### config.mk
export PLATFORM = sky130hd
export DESIGN_NAME = mpt_top
export DESIGN_NICKNAME = d
export VERILOG_FILES = /design/src/include/mpt_pkg.sv /design/src/mpt_top.sv /design/src/mpt_tc_div.sv
export SDC_FILE = /design/constraint.sdc
export NUM_CORES = 1
export LEC_CHECK = 0
export ABC_CLOCK_PERIOD_IN_PS = 3600
export BUFFER_PORTS_ARGS = -buffer_cell sky130_fd_sc_hd__buf_2
export CAP_MARGIN = 20
export CORE_MARGIN = 4
export CORE_UTILIZATION = 58
export CTS_CLUSTER_SIZE = 20
export DETAILED_ROUTE_END_ITERATION = 8
export GPL_ROUTABILITY_DRIVEN = 1
export GPL_TIMING_DRIVEN = 1
export PLACE_DENSITY = 0.91
export RECOVER_POWER = 25
export SLEW_MARGIN = 20
export SYNTH_ARGS = -nofsm -noshare
export SYNTH_HDL_FRONTEND = slang
export SYNTH_SLANG_ARGS = --single-unit
export TNS_END_PERCENT = 30
### constraint.sdc
create_clock -name CLK_IN -period 3.6 [get_ports CLK_IN]
set_clock_uncertainty 0.05 [all_clocks]
set_input_delay 0.18 -clock CLK_IN [delete_from_list [all_inputs] [get_ports CLK_IN]]
set_output_delay 0.18 -clock CLK_IN [all_outputs]
set_load 0.05 [all_outputs]
### src/include/mpt_pkg.sv
package mpt_pkg;

	// instruction-cycle clock is the oscillator divided by this figure
	localparam logic [3:0] TC_DIV        = 4'ha;
	// cycles of each instruction period during which the cycle clock is high
	localparam logic [3:0] TC_HIGH       = 4'h5;
	localparam logic [3:0] TC_CNT_RST    = 4'h0;

	// bit positions of the control word written by software
	localparam int         CTL_RUN_BIT   = 0;
	localparam int         CTL_MID_BIT   = 1;
	localparam int         CTL_HIGH_BIT  = 2;
	localparam logic [2:0] CTL_RST       = 3'h0;

	localparam logic [7:0] RELOAD_RST    = 8'h00;
	localparam logic [7:0] COUNT_RST     = 8'h00;
	localparam logic [7:0] COUNT_ZERO    = 8'h00;
	localparam logic [7:0] COUNT_STEP    = 8'h01;

	typedef enum logic [1:0] {
		MPT_IO      = 2'b00,
		MPT_SQUARE  = 2'b01,
		MPT_VARDUTY = 2'b10,
		MPT_BURST   = 2'b11
	} mpt_mode_t;

endpackage : mpt_pkg

### src/mpt_top.sv
// Behaviour
// - run alone gives free 50% square wave
// - square-wave counter ticks on instruction clock
// - setting run loads reload value, starts count
// - square underflow inverts pin, counting reloads
// - square wave runs until run bit cleared
// - mid bit selects variable duty, instruction clock
// - main timer underflow sets run, pin high
// - counter underflow clears run, pin low
// - high bit selects burst, mid picks clock
// - reset clears mode bits, pin normal I/O
// - instruction clock is oscillator divided by ten
// - burst passes pulses, underflow stops, pin low
`timescale 1ns/1ps
`default_nettype none

module mpt_top (
	input  wire logic       CLK_IN,
	input  wire logic       SYS_RST_IN,
	input  wire logic       CTRL_WR_IN,
	input  wire logic [2:0] CTRL_WDATA_IN,
	input  wire logic       RELOAD_WR_IN,
	input  wire logic [7:0] RELOAD_WDATA_IN,
	input  wire logic       TIMER_UFL_IN,
	input  wire logic       PORT_DATA_IN,
	output var  logic       PULSE_PIN_OUT,
	output var  logic       RUN_BIT_OUT,
	output var  logic       MODE_MID_OUT,
	output var  logic       MODE_HIGH_OUT,
	output var  logic [7:0] COUNT_OUT
);

	logic       run_reg;
	logic       run_next;
	logic       mid_reg;
	logic       mid_next;
	logic       high_reg;
	logic       high_next;
	logic [7:0] reload_reg;
	logic [7:0] reload_next;
	logic [7:0] count_reg;
	logic [7:0] count_next;
	logic       pin_reg;
	logic       pin_next;
	logic       osc_ph_reg;
	logic       osc_ph_next;
	logic       tc_tick;
	logic       tc_high;
	logic       burst_tick;
	logic       at_zero;
	mpt_pkg::mpt_mode_t mode;

	function automatic mpt_pkg::mpt_mode_t mode_of(input logic high, input logic mid, input logic run);
		if (high) begin
			return mpt_pkg::MPT_BURST;
		end else if (mid) begin
			return mpt_pkg::MPT_VARDUTY;
		end else if (run) begin
			return mpt_pkg::MPT_SQUARE;
		end else begin
			return mpt_pkg::MPT_IO;
		end
	endfunction : mode_of

	mpt_tc_div u_tc_div (
		.clk_in   (CLK_IN),
		.rst_in   (SYS_RST_IN),
		.tick_out (tc_tick),
		.high_out (tc_high)
	);

	assign mode       = mode_of(high_reg, mid_reg, run_reg);
	assign at_zero    = (count_reg == mpt_pkg::COUNT_ZERO);
	// osc clock shown at half rate: a flop cannot forward the clock itself
	assign burst_tick = mid_reg ? osc_ph_reg : tc_tick;

	always_comb begin
		run_next    = run_reg;
		mid_next    = mid_reg;
		high_next   = high_reg;
		reload_next = reload_reg;
		count_next  = count_reg;
		pin_next    = pin_reg;
		osc_ph_next = osc_ph_reg;
		if (RELOAD_WR_IN) begin
			reload_next = RELOAD_WDATA_IN;
		end
		unique case (mode)
			mpt_pkg::MPT_IO: begin
				pin_next = PORT_DATA_IN;
			end
			mpt_pkg::MPT_SQUARE: begin
				if (tc_tick) begin
					if (at_zero) begin
						count_next = reload_reg;
						pin_next   = ~pin_reg;
					end else begin
						count_next = count_reg - mpt_pkg::COUNT_STEP;
					end
				end
			end
			mpt_pkg::MPT_VARDUTY: begin
				if (run_reg && tc_tick) begin
					if (at_zero) begin
						run_next = 1'b0;
						pin_next = 1'b0;
					end else begin
						count_next = count_reg - mpt_pkg::COUNT_STEP;
					end
				end
			end
			mpt_pkg::MPT_BURST: begin
				if (run_reg) begin
					osc_ph_next = mid_reg ? ~osc_ph_reg : 1'b0;
					pin_next    = mid_reg ? osc_ph_reg : tc_high;
					if (burst_tick) begin
						if (at_zero) begin
							// stop after last pulse
							// on osc clock pin keeps this pulse, so n-1 loaded yields n pulses; on cycle clock the start phase gives n-1 or n
							run_next    = 1'b0;
							osc_ph_next = 1'b0;
						end else begin
							count_next = count_reg - mpt_pkg::COUNT_STEP;
						end
					end
				end else begin
					pin_next    = 1'b0;
					osc_ph_next = 1'b0;
				end
			end
		endcase
		// only software clear stops square mode
		// software write beats a same-cycle hardware stop
		if (CTRL_WR_IN) begin
			high_next = CTRL_WDATA_IN[mpt_pkg::CTL_HIGH_BIT];
			mid_next  = CTRL_WDATA_IN[mpt_pkg::CTL_MID_BIT];
			run_next  = CTRL_WDATA_IN[mpt_pkg::CTL_RUN_BIT];
			if (CTRL_WDATA_IN[mpt_pkg::CTL_RUN_BIT] && !run_reg) begin
				count_next  = reload_reg;
				pin_next    = 1'b0;
				osc_ph_next = 1'b0;
			end
		end
		if (TIMER_UFL_IN && high_next == 1'b0 && mid_next) begin
			run_next   = 1'b1;
			count_next = reload_reg;
			pin_next   = 1'b1;
		end
	end

	always_ff @(posedge CLK_IN) begin
		if (SYS_RST_IN) begin
			run_reg    <= mpt_pkg::CTL_RST[mpt_pkg::CTL_RUN_BIT];
			mid_reg    <= mpt_pkg::CTL_RST[mpt_pkg::CTL_MID_BIT];
			high_reg   <= mpt_pkg::CTL_RST[mpt_pkg::CTL_HIGH_BIT];
			reload_reg <= mpt_pkg::RELOAD_RST;
			count_reg  <= mpt_pkg::COUNT_RST;
			pin_reg    <= 1'b0;
			osc_ph_reg <= 1'b0;
		end else begin
			run_reg    <= run_next;
			mid_reg    <= mid_next;
			high_reg   <= high_next;
			reload_reg <= reload_next;
			count_reg  <= count_next;
			pin_reg    <= pin_next;
			osc_ph_reg <= osc_ph_next;
		end
	end

	assign PULSE_PIN_OUT = pin_reg;
	assign RUN_BIT_OUT   = run_reg;
	assign MODE_MID_OUT  = mid_reg;
	assign MODE_HIGH_OUT = high_reg;
	assign COUNT_OUT     = count_reg;

	a_reset_clear_bits: assert property (
		@(posedge CLK_IN) SYS_RST_IN |=> (!run_reg && !mid_reg && !high_reg)
	) else $error("mode bits not cleared by reset");

	a_io_pin_follow: assert property (
		@(posedge CLK_IN) disable iff (SYS_RST_IN)
		(mode == mpt_pkg::MPT_IO && !CTRL_WR_IN && !TIMER_UFL_IN) |=> (pin_reg == $past(PORT_DATA_IN))
	) else $error("pin does not follow port data in normal mode");

	a_start_load_count: assert property (
		@(posedge CLK_IN) disable iff (SYS_RST_IN)
		(CTRL_WR_IN && CTRL_WDATA_IN[0] && !CTRL_WDATA_IN[1] && !run_reg)
		|=> (run_reg && count_reg == $past(reload_reg))
	) else $error("counter not loaded from reload on start");

	a_square_toggle_pin: assert property (
		@(posedge CLK_IN) disable iff (SYS_RST_IN)
		(mode == mpt_pkg::MPT_SQUARE && tc_tick && at_zero && !CTRL_WR_IN && !TIMER_UFL_IN)
		|=> (pin_reg != $past(pin_reg) && count_reg == $past(reload_reg))
	) else $error("square wave missed toggle or reload");

	a_square_tc_only: assert property (
		@(posedge CLK_IN) disable iff (SYS_RST_IN)
		(mode == mpt_pkg::MPT_SQUARE && !tc_tick && !CTRL_WR_IN && !TIMER_UFL_IN)
		|=> ($stable(count_reg) && $stable(pin_reg))
	) else $error("square counter moved without instruction tick");

	a_square_keep_run: assert property (
		@(posedge CLK_IN) disable iff (SYS_RST_IN)
		(mode == mpt_pkg::MPT_SQUARE && !CTRL_WR_IN) |=> run_reg
	) else $error("square wave stopped by itself");

	a_tc_ten_period: assert property (
		@(posedge CLK_IN) disable iff (SYS_RST_IN)
		tc_tick |=> !tc_tick [*8] ##1 !tc_tick ##1 tc_tick
	) else $error("instruction clock period is not ten");

	a_vd_pulse_start: assert property (
		@(posedge CLK_IN) disable iff (SYS_RST_IN)
		(mode == mpt_pkg::MPT_VARDUTY && TIMER_UFL_IN && !CTRL_WR_IN)
		|=> (run_reg && pin_reg && count_reg == $past(reload_reg))
	) else $error("main timer underflow did not start pulse");

	a_vd_pulse_end: assert property (
		@(posedge CLK_IN) disable iff (SYS_RST_IN)
		(mode == mpt_pkg::MPT_VARDUTY && run_reg && tc_tick && at_zero && !TIMER_UFL_IN && !CTRL_WR_IN)
		|=> (!run_reg && !pin_reg) ##1 ($past(CTRL_WR_IN) || pin_reg == $past(TIMER_UFL_IN))
	) else $error("pulse did not end low on counter underflow");

	a_burst_stop_low: assert property (
		@(posedge CLK_IN) disable iff (SYS_RST_IN)
		(mode == mpt_pkg::MPT_BURST && run_reg && burst_tick && at_zero && !CTRL_WR_IN)
		|=> (!run_reg && pin_reg == $past(mid_reg)) ##1 !pin_reg
	) else $error("burst did not stop at underflow");

	a_burst_idle_low: assert property (
		@(posedge CLK_IN) disable iff (SYS_RST_IN)
		(mode == mpt_pkg::MPT_BURST && !run_reg && !CTRL_WR_IN) |=> !pin_reg
	) else $error("burst pin not low while stopped");

	a_burst_osc_clock: assert property (
		@(posedge CLK_IN) disable iff (SYS_RST_IN)
		(mode == mpt_pkg::MPT_BURST && mid_reg && run_reg && !at_zero && !CTRL_WR_IN)
		|=> (osc_ph_reg != $past(osc_ph_reg) && pin_reg == $past(osc_ph_reg))
	) else $error("oscillator burst not clocked every cycle");

	a_burst_tc_clock: assert property (
		@(posedge CLK_IN) disable iff (SYS_RST_IN)
		(mode == mpt_pkg::MPT_BURST && !mid_reg && run_reg && !tc_tick && !CTRL_WR_IN)
		|=> (pin_reg == $past(tc_high) && $stable(count_reg))
	) else $error("instruction-clock burst does not follow cycle clock");

endmodule : mpt_top

`default_nettype wire

### src/mpt_tc_div.sv
`timescale 1ns/1ps
`default_nettype none

module mpt_tc_div (
	input  wire logic clk_in,
	input  wire logic rst_in,
	output var  logic tick_out,
	output var  logic high_out
);

	logic [3:0] cnt_reg;
	logic [3:0] cnt_next;
	logic       tick_next;
	logic       high_next;

	always_comb begin
		if (cnt_reg == mpt_pkg::TC_DIV - 4'h1) begin
			cnt_next = mpt_pkg::TC_CNT_RST;
		end else begin
			cnt_next = cnt_reg + 4'h1;
		end
		// tick marks the last oscillator cycle of each instruction period
		tick_next = (cnt_next == mpt_pkg::TC_DIV - 4'h1);
		high_next = (cnt_next < mpt_pkg::TC_HIGH);
	end

	always_ff @(posedge clk_in) begin
		if (rst_in) begin
			cnt_reg  <= mpt_pkg::TC_CNT_RST;
			tick_out <= 1'b0;
			high_out <= 1'b0;
		end else begin
			cnt_reg  <= cnt_next;
			tick_out <= tick_next;
			high_out <= high_next;
		end
	end

endmodule : mpt_tc_div

`default_nettype wire

Word-level counts from Yosys, hierarchy flattened
Index checks and enable logic that the tools add are counted.

Register bits after elaboration: 27. Input bits: 17. Output and inout port bits: 12. Logic and storage cells: 74.

$add $sub $neg: 2. Magnitude comparators: 1. Equal/unequal tests: 7. Multiplexer cells: 42. Bitwise gates (word level): 3. Reductions and logical operators: 9.

Operators by type and width (count): $mux W8 (9); $mux W1 (27); $pmux W8 S3 (1); $eq A4 B4 Y1 const B (2); $logic_not A8 Y1 (1); $ne A4 B4 Y1 const B (2); $sub A8 B1 Y8 const B (1); $add A4 B1 Y4 const B (1); $eq A2 B2 Y1 const B (2); $logic_and A1 B1 Y1 (4); $lt A4 B3 Y1 const B (1); $mux W2 (2); $mux W4 (1); $pmux W1 S4 (1); $reduce_bool A4 Y1 (1); $not A1 Y1 (3); $reduce_and A3 Y1 (1); $eq A2 B1 Y1 const B (1); $logic_not A2 Y1 (1); $pmux W1 S2 (1); $logic_not A1 Y1 (1).

Depth between registers and ports, before layout
Gate-level depths: netlist of run 1.

Depth in word-level cells: 8. Gate-level depth with buffers: 11. Depth with buffers taken out: 10.

Cells and area by module
A second synthesis of run 1 with hierarchy kept.

Cell total of the unflattened synthesis: 216. Area, all modules: 1727.9 µm².

By module, submodules not included: mpt_top (instances 1, cells each 189, area an instance 1490.2 µm², seq. area each 420.4 µm²); mpt_tc_div (instances 1, cells each 27, area an instance 237.7 µm², seq. area each 120.1 µm²).

Least setup slack after synthesis of run 1
Ideal clock, no wire load.

Path kind: reg2reg. From: register count_reg[0], in the netlist COUNT_OUT[0]. To: register pin_reg, in the netlist PULSE_PIN_OUT. Setup time: 71 ps. Data arrival time: 2299 ps. Data required time: 3479 ps. Slack: 1180 ps. Stages on the path, launching flop included: 12. Path buffers: 1. Period minus slack after synthesis: 2420 ps. Cells stage by stage: dfxtp_1 -> inv_1 -> ha_1 -> nor2b_1 -> and3_4 -> buf_6 -> inv_2 -> ha_1 -> a31oi_1 -> a2bb2oi_1 -> o221ai_1 -> a21oi_1.

Word-level cells in the longest chain between the ends: 7. Elaborated cells on any way between the ends: 9. Those cells by class: mux (8); reduce/logical (1).

RTL lines: start: declaration (RTL line mpt_top.sv:41) `logic [7:0] count_reg;`; start signal: assignment (RTL line mpt_top.sv:157) `count_reg <= mpt_pkg::COUNT_RST;`; start signal: assignment (RTL line mpt_top.sv:165) `count_reg <= count_next;`; $logic_not A8 Y1 * (RTL line mpt_top.sv:73) `assign at_zero = (count_reg == mpt_pkg::COUNT_ZERO);`; $mux W1, on equally long branches (RTL line mpt_top.sv:104, mpt_top.sv:94); $mux W1, on equally long branches (RTL line mpt_top.sv:103, mpt_top.sv:93); $pmux W1 S4 * (RTL line mpt_top.sv:88) `unique case (mode)`; $mux W1 (RTL line mpt_top.sv:138) `if (CTRL_WDATA_IN[mpt_pkg::CTL_RUN_BIT] && !run_reg) begin`; $mux W1 * (RTL line mpt_top.sv:134) `if (CTRL_WR_IN) begin`; $mux W1 * (RTL line mpt_top.sv:144) `if (TIMER_UFL_IN && high_next == 1'b0 && mid_next) begin`; end signal: assignment (RTL line mpt_top.sv:166) `pin_reg <= pin_next;`; end: declaration (RTL line mpt_top.sv:43) `logic pin_reg;`.

Every way passes the cells marked *; elsewhere a longest branch is shown, timed or not. A chain may end at the register's enable or synchronous reset.

Final worst setup path of run 1
Same ends and word-level chain as after synthesis.

==> impl_metrics.tcl, run 1 <==
set metrics [dict create \
    outcome "complete, no violations" \
    holdBufCountCts 0 \
    vias 1279 \
    drt-pass1-iter-count 4 \
    regArea_um2 541 \
    pwr-share-comb 0.233 \
    grt_max_degree 24 \
    antenna_found_initial 0 \
    drt_iter0_markers 58 \
    p_switching_w 0.000197 \
    design_area_um2 1620 \
    start_kind "flop" \
    max_slew_margin 0.655 \
    powerDensity_nw_per_um2 376 \
    drive_above_1_share 0.239 \
    critPathKind "reg -> reg" \
    wl_per_cell_um 14.3 \
    synth_seq_cells 27 \
    end_kind "flop" \
    drc 0 \
    yosys_warnings 0 \
    syn_nets 184 \
    cts_root_buf "clkbuf_4" \
    setup_tns_ns 0 \
    power_leakage_nw 0.711 \
    die_y_um 58.5 \
    post_cts_buffers 0 \
    clk-insertion-delay-late_ns 0.33 \
    syn-instance-count 164 \
    start_util 0.601 \
    postPlaceCellArea_um2 1590 \
    synth_top_area_cell "dfxtp_1" \
    core_um2 2450 \
    gp_congestion 0.885 \
    multi_input_area_um2 845 \
    fin_crit_ns 2.26 \
    maxCapViolations 0 \
    slew_violations 0 \
    cts_sinks 27 \
    overflow 0 \
    synth_edf_count 0 \
    hp-class "in -> reg" \
    cts_buffers 3 \
    htree_num_levels 1 \
    hold_viol 0 \
    synth.area.top_cells "dfxtp_1 (37%), mux2i_1 (12%), nor2_1 (6.4%)" \
    ir_drop_mv 0.299 \
    fp.dieW_um 58.5 \
    post-dp-hpwl_mm 2.41 \
    rows 18 \
    ys.flop_type "dfxtp_1" \
    area_growth_pct 9.92 \
    grt_pass1_wl_mm 5.15 \
    worst_pin_slew_ns 0.513 \
    dieArea_um2 3420 \
    drt-vias-per-instance 5.87 \
    path_clk_slew_ns 0.15 \
    antenna_left 0 \
    syn-cell-area_um2 1480 \
    cp_max_fo 8 \
    grt_pass1_vias 1248 \
    grt_usage 0.190 \
    synth_cell_types 45 \
    synthArstFlopShare 0 \
    fillCellCount 184 \
    timing.final.ws_setup_ns 1.34 \
    yosysTopAreaCellShare 0.366 \
    synth.top_cells.by_count "dfxtp_1 (27), nor2_1 (25), mux2i_1 (18), nand2_1 (13), inv_1 (6)" \
    yosys.cell_count.top_type "dfxtp_1" \
    placement.io_buffers 28 \
    p_sw_frac 0.323 \
    cts_resized 0 \
    drt-total-wl_mm 3.12 \
    fmax_mhz 443 \
    intPower_w 0.000413 \
    crit_required_ns 3.81 \
    synth_area_per_cell_um2 9.00 \
    cts_buffer_depth 2 \
    arrival_ns 2.47 \
    p_seq_frac 0.553 \
    clkPwrFrac 0.215 \
    finalSetupViolCount 0 \
    tritoncts "built" \
    num_antenna_cells 0 \
    place_ws_ns 1.44 \
    synth_seq_area_share 0.366 \
    power.total_w 0.000610 \
    period_share 0.627 \
    finish.utilization 0.661 \
    rsz0062_at_grt "no" \
    fin_nets 209 \
    num_io_pins 29 \
]
[per-layer routing]
layer | up-vias | global-route usage | share of wire | routed length [um]
met1 | 583 | 0.217 | 0.42 | 1310
li1 | 641 | - | - | -
met3 | 11 | 0.0351 | 0.054 | 168
met2 | 44 | 0.335 | 0.50 | 1570
met5 | - | 0 | 0 | 0
met4 | 0 | 0.0993 | 0.022 | 70
[logic make-up (layout without fill, tap and decap cells)]
logic type	Yosys count	count (layout)	synth area share
adder cells (fa/ha/maj)	3	3	0.0254
AND/OR/NAND/NOR	65	65	0.236
flip-flops	27	27	0.366
XOR/XNOR	1	1	0.00593
buffers and inverters	16	40	0.0619
multiplexers	20	20	0.145
AO/OA/AOI/OAI	32	32	0.160
[final timing paths]
| check | from | to | slack [ns] | depth (start not counted) |
|---|---|---|---|---|
| min | RELOAD_WDATA_IN[0] | reload_reg[0] | 0.03 | 3 |
| max | COUNT_OUT[0] | PULSE_PIN_OUT | 1.34 | 10 |
| min reg2reg | reload_reg[5] | COUNT_OUT[5] | 0.43 | 1 |
| max reg2reg | COUNT_OUT[0] | PULSE_PIN_OUT | 1.34 | 10 |
[layout make-up]
type / instances / area share
clock inverter: 1 / 0.00463
clock buffer: 3 / 0.0139
sequential: 27 / 0.333
timing repair buffer: 28 / 0.0864
multi-input combinational: 121 / 0.520
tap: 30 / 0.0231
inverter: 8 / 0.0185
[critical path: stages (launching register included)]
cell	delay, ns
dfxtp_1	0.38
inv_1	0.11
ha_1	0.17
nor2b_1	0.24
and3_4	0.29
inv_2	0.05
ha_1	0.26
a31oi_1	0.18
a2bb2oi_1	0.17
o221ai_1	0.12
a21oi_1	0.16
[through the flow]
stage	hold WS [ns]	cells
2_1_floorplan	0.277	164
3_3_place_gp	0.367	214
3_5_place_dp	0.373	214
4_1_cts	0.0200	218
5_1_grt	0.0223	218
6_report	0.0254	218
[power groups by stage]
stage / combinational [W] / clock, W / sequential [W]
after floorplan: 0.0000970 / 0 / 0.000361
after global placement: 0.000135 / 0 / 0.000341
final: 0.000142 / 0.000131 / 0.000337
after detailed placement: 0.000141 / 0 / 0.000343
after CTS: 0.000142 / 0.000135 / 0.000336
after global routing: 0.000156 / 0.000145 / 0.000340
[cells in the final DEF, fill, tap and decap left out, types with 2 or more instances in the layout]
cell type,synthesis,final
a32oi_1,2,2
a21oi_1,4,4
buf_2,1,28
o2bb2ai_1,5,5
o221ai_1,2,2
nor2b_1,2,2
o21ai_0,5,5
inv_2,2,2
nor4_1,2,2
mux2i_1,18,18
and2_1,2,2
ha_1,3,3
a211o_1,2,2
dfxtp_1,27,27
a31oi_1,3,3
clkbuf_4,0,3
nor3_2,2,2
nand3b_1,3,3
nand4_1,2,2
nor2_1,25,25
inv_1,6,6
nand2_1,13,13
nand3_1,5,5
Note: power is estimated with default switching activity, not from simulation.
==> run 2: changes to the inputs <==
- ABC_CLOCK_PERIOD_IN_PS: 3600 -> 2350
- CORE_UTILIZATION: 58 -> 54
- PLACE_DENSITY: 0.91 -> 0.86
- clock period: 3.6 -> 2.35 ns (I/O delays scaled with it)
==> impl_metrics.tcl, run 2 (same netlist as run 1, synthesis figures left out) <==
set metrics [dict create \
    power_leakage_nw 0.752 \
    postPlaceCellArea_um2 1600 \
    dieArea_um2 3630 \
    num_antenna_cells 0 \
    max_stage_delay_ns 0.37 \
    fin_nets 218 \
    grt_pass1_vias 1280 \
    hp-class "in -> reg" \
    tritoncts "built" \
    finalSetupViolCount 0 \
    drt-total-wl_mm 3.39 \
    arrival_ns 2.33 \
    fmax_mhz 473 \
    violations "hold timing" \
    clk-insertion-delay-late_ns 0.33 \
    end_kind "flop" \
    rsz0062_at_grt "no" \
    vias 1317 \
    placement.io_buffers 28 \
    design_area_um2 1720 \
    path_common_cell "ha_1" \
    die_y_um 60.3 \
    maxCapViolations 0 \
    cts_root_buf "clkbuf_4" \
    core_um2 2540 \
    num_io_pins 29 \
    finish.utilization 0.677 \
    final_cell_mix "buf_2 (28), dfxtp_1 (25), nor2_1 (25), mux2i_1 (18), nand2_1 (13)" \
    worst_pin_slew_ns 0.567 \
    drc 0 \
    drt_iter0_markers 63 \
    grt_max_degree 24 \
    place_ws_ns 0.182 \
    slew_violations 0 \
    post-dp-hpwl_mm 2.44 \
    grt_usage 0.198 \
    hold_viol 1 \
    critPathKind "reg -> reg" \
    powerDensity_nw_per_um2 562 \
    start_kind "flop" \
    htree_num_levels 1 \
    drt-vias-per-instance 5.80 \
    period_share 0.901 \
    timing.final.ws_setup_ns 0.234 \
    start_util 0.580 \
    grt_pass1_wl_mm 5.55 \
    drt-pass1-iter-count 4 \
    ir_drop_mv 0.580 \
    area_growth_pct 16.6 \
    crit_chain "inv_1 -> ha_1 -> nor2b_2 -> and3_4 -> inv_2 -> ha_1 -> a31oi_2 -> a2bb2oi_1 -> o221ai_1 -> a21oi_1" \
    crit_required_ns 2.57 \
    rows 18 \
    fillCellCount 190 \
    gp_congestion 0.882 \
    antenna_found_initial 0 \
    overflow 0 \
    setup_tns_ns 0 \
    antenna_left 0 \
    max_slew_margin 0.619 \
    outcome "finished, violations left" \
    hold_ws_ns -0.00345 \
    drive_above_1_share 0.254 \
    cts_sinks 27 \
    crit_path_top_delay_cell "dfxtp_2" \
    fin_crit_ns 2.12 \
    wl_per_cell_um 14.9 \
    cts_buffers 3 \
    cts_buffer_depth 2 \
    cp_max_fo 5 \
    fp.dieW_um 60.3 \
    path_clk_slew_ns 0.15 \
    layout_commonest_cell "buf_2" \
]
-- run 2: cell type report --
class	count	area, um^2	share of cell area
clock buffer	3	22.5	0.0131
clock inverter	1	7.51	0.00436
inverter	8	30.0	0.0174
multi-input combinational	121	853	0.496
sequential	27	543	0.315
tap	30	37.5	0.0218
timing repair buffer	37	228	0.132
-- run 2: stage by stage --
step | power [W] | std cells
after CTS | 0.000949 | 224
final | 0.000967 | 227
after global placement | 0.000731 | 214
after detailed placement | 0.000745 | 214
after floorplan | 0.000702 | 164
after global routing | 0.00101 | 227
-- run 2: worst paths after layout --
| check | from | endpoint | slack (ns) | depth (start not counted) |
|---|---|---|---|---|
| hold reg to reg | reload_reg[5] | COUNT_OUT[5] | 0.43 | 1 |
| setup / recovery | COUNT_OUT[1] | PULSE_PIN_OUT | 0.23 | 10 |
| hold / removal | CTRL_WDATA_IN[2] | MODE_HIGH_OUT | -0.003 | 3 |
| setup reg to reg | COUNT_OUT[1] | PULSE_PIN_OUT | 0.23 | 10 |
-- run 2: power breakdown --
group,internal [W],switching (W),leakage [nW]
Clock,0.0000651,0.000143,0.0139
Combinational,0.000100,0.000141,0.516
Sequential,0.000483,0.0000345,0.223
Total,0.000649,0.000319,0.752
-- run 2: timing repair --
action                                  4_1_cts  5_1_grt
buffers inserted                              0        1
endpoints found under the setup margin        0        1
endpoints found under the hold margin         6        2
hold buffers                                  6        2
resized for setup                             0        2
-- run 2: layer usage --
layer | share of wire | up-vias | global-route usage
met3 | 0.050 | 4 | 0.0302
li1 | - | 652 | -
met5 | 0 | - | 0
met2 | 0.50 | 38 | 0.343
met1 | 0.44 | 623 | 0.245
met4 | 0.0086 | 0 | 0.0696
-- run 2: critical path, delay by kind of cell, from the launching register on --
family	cells	cell delay, ns
buffers and inverters	2	0.14
adder cells (fa/ha/maj)	2	0.46
AND/OR/NAND/NOR	2	0.40
flip-flops	1	0.37
AO/OA/AOI/OAI	4	0.63
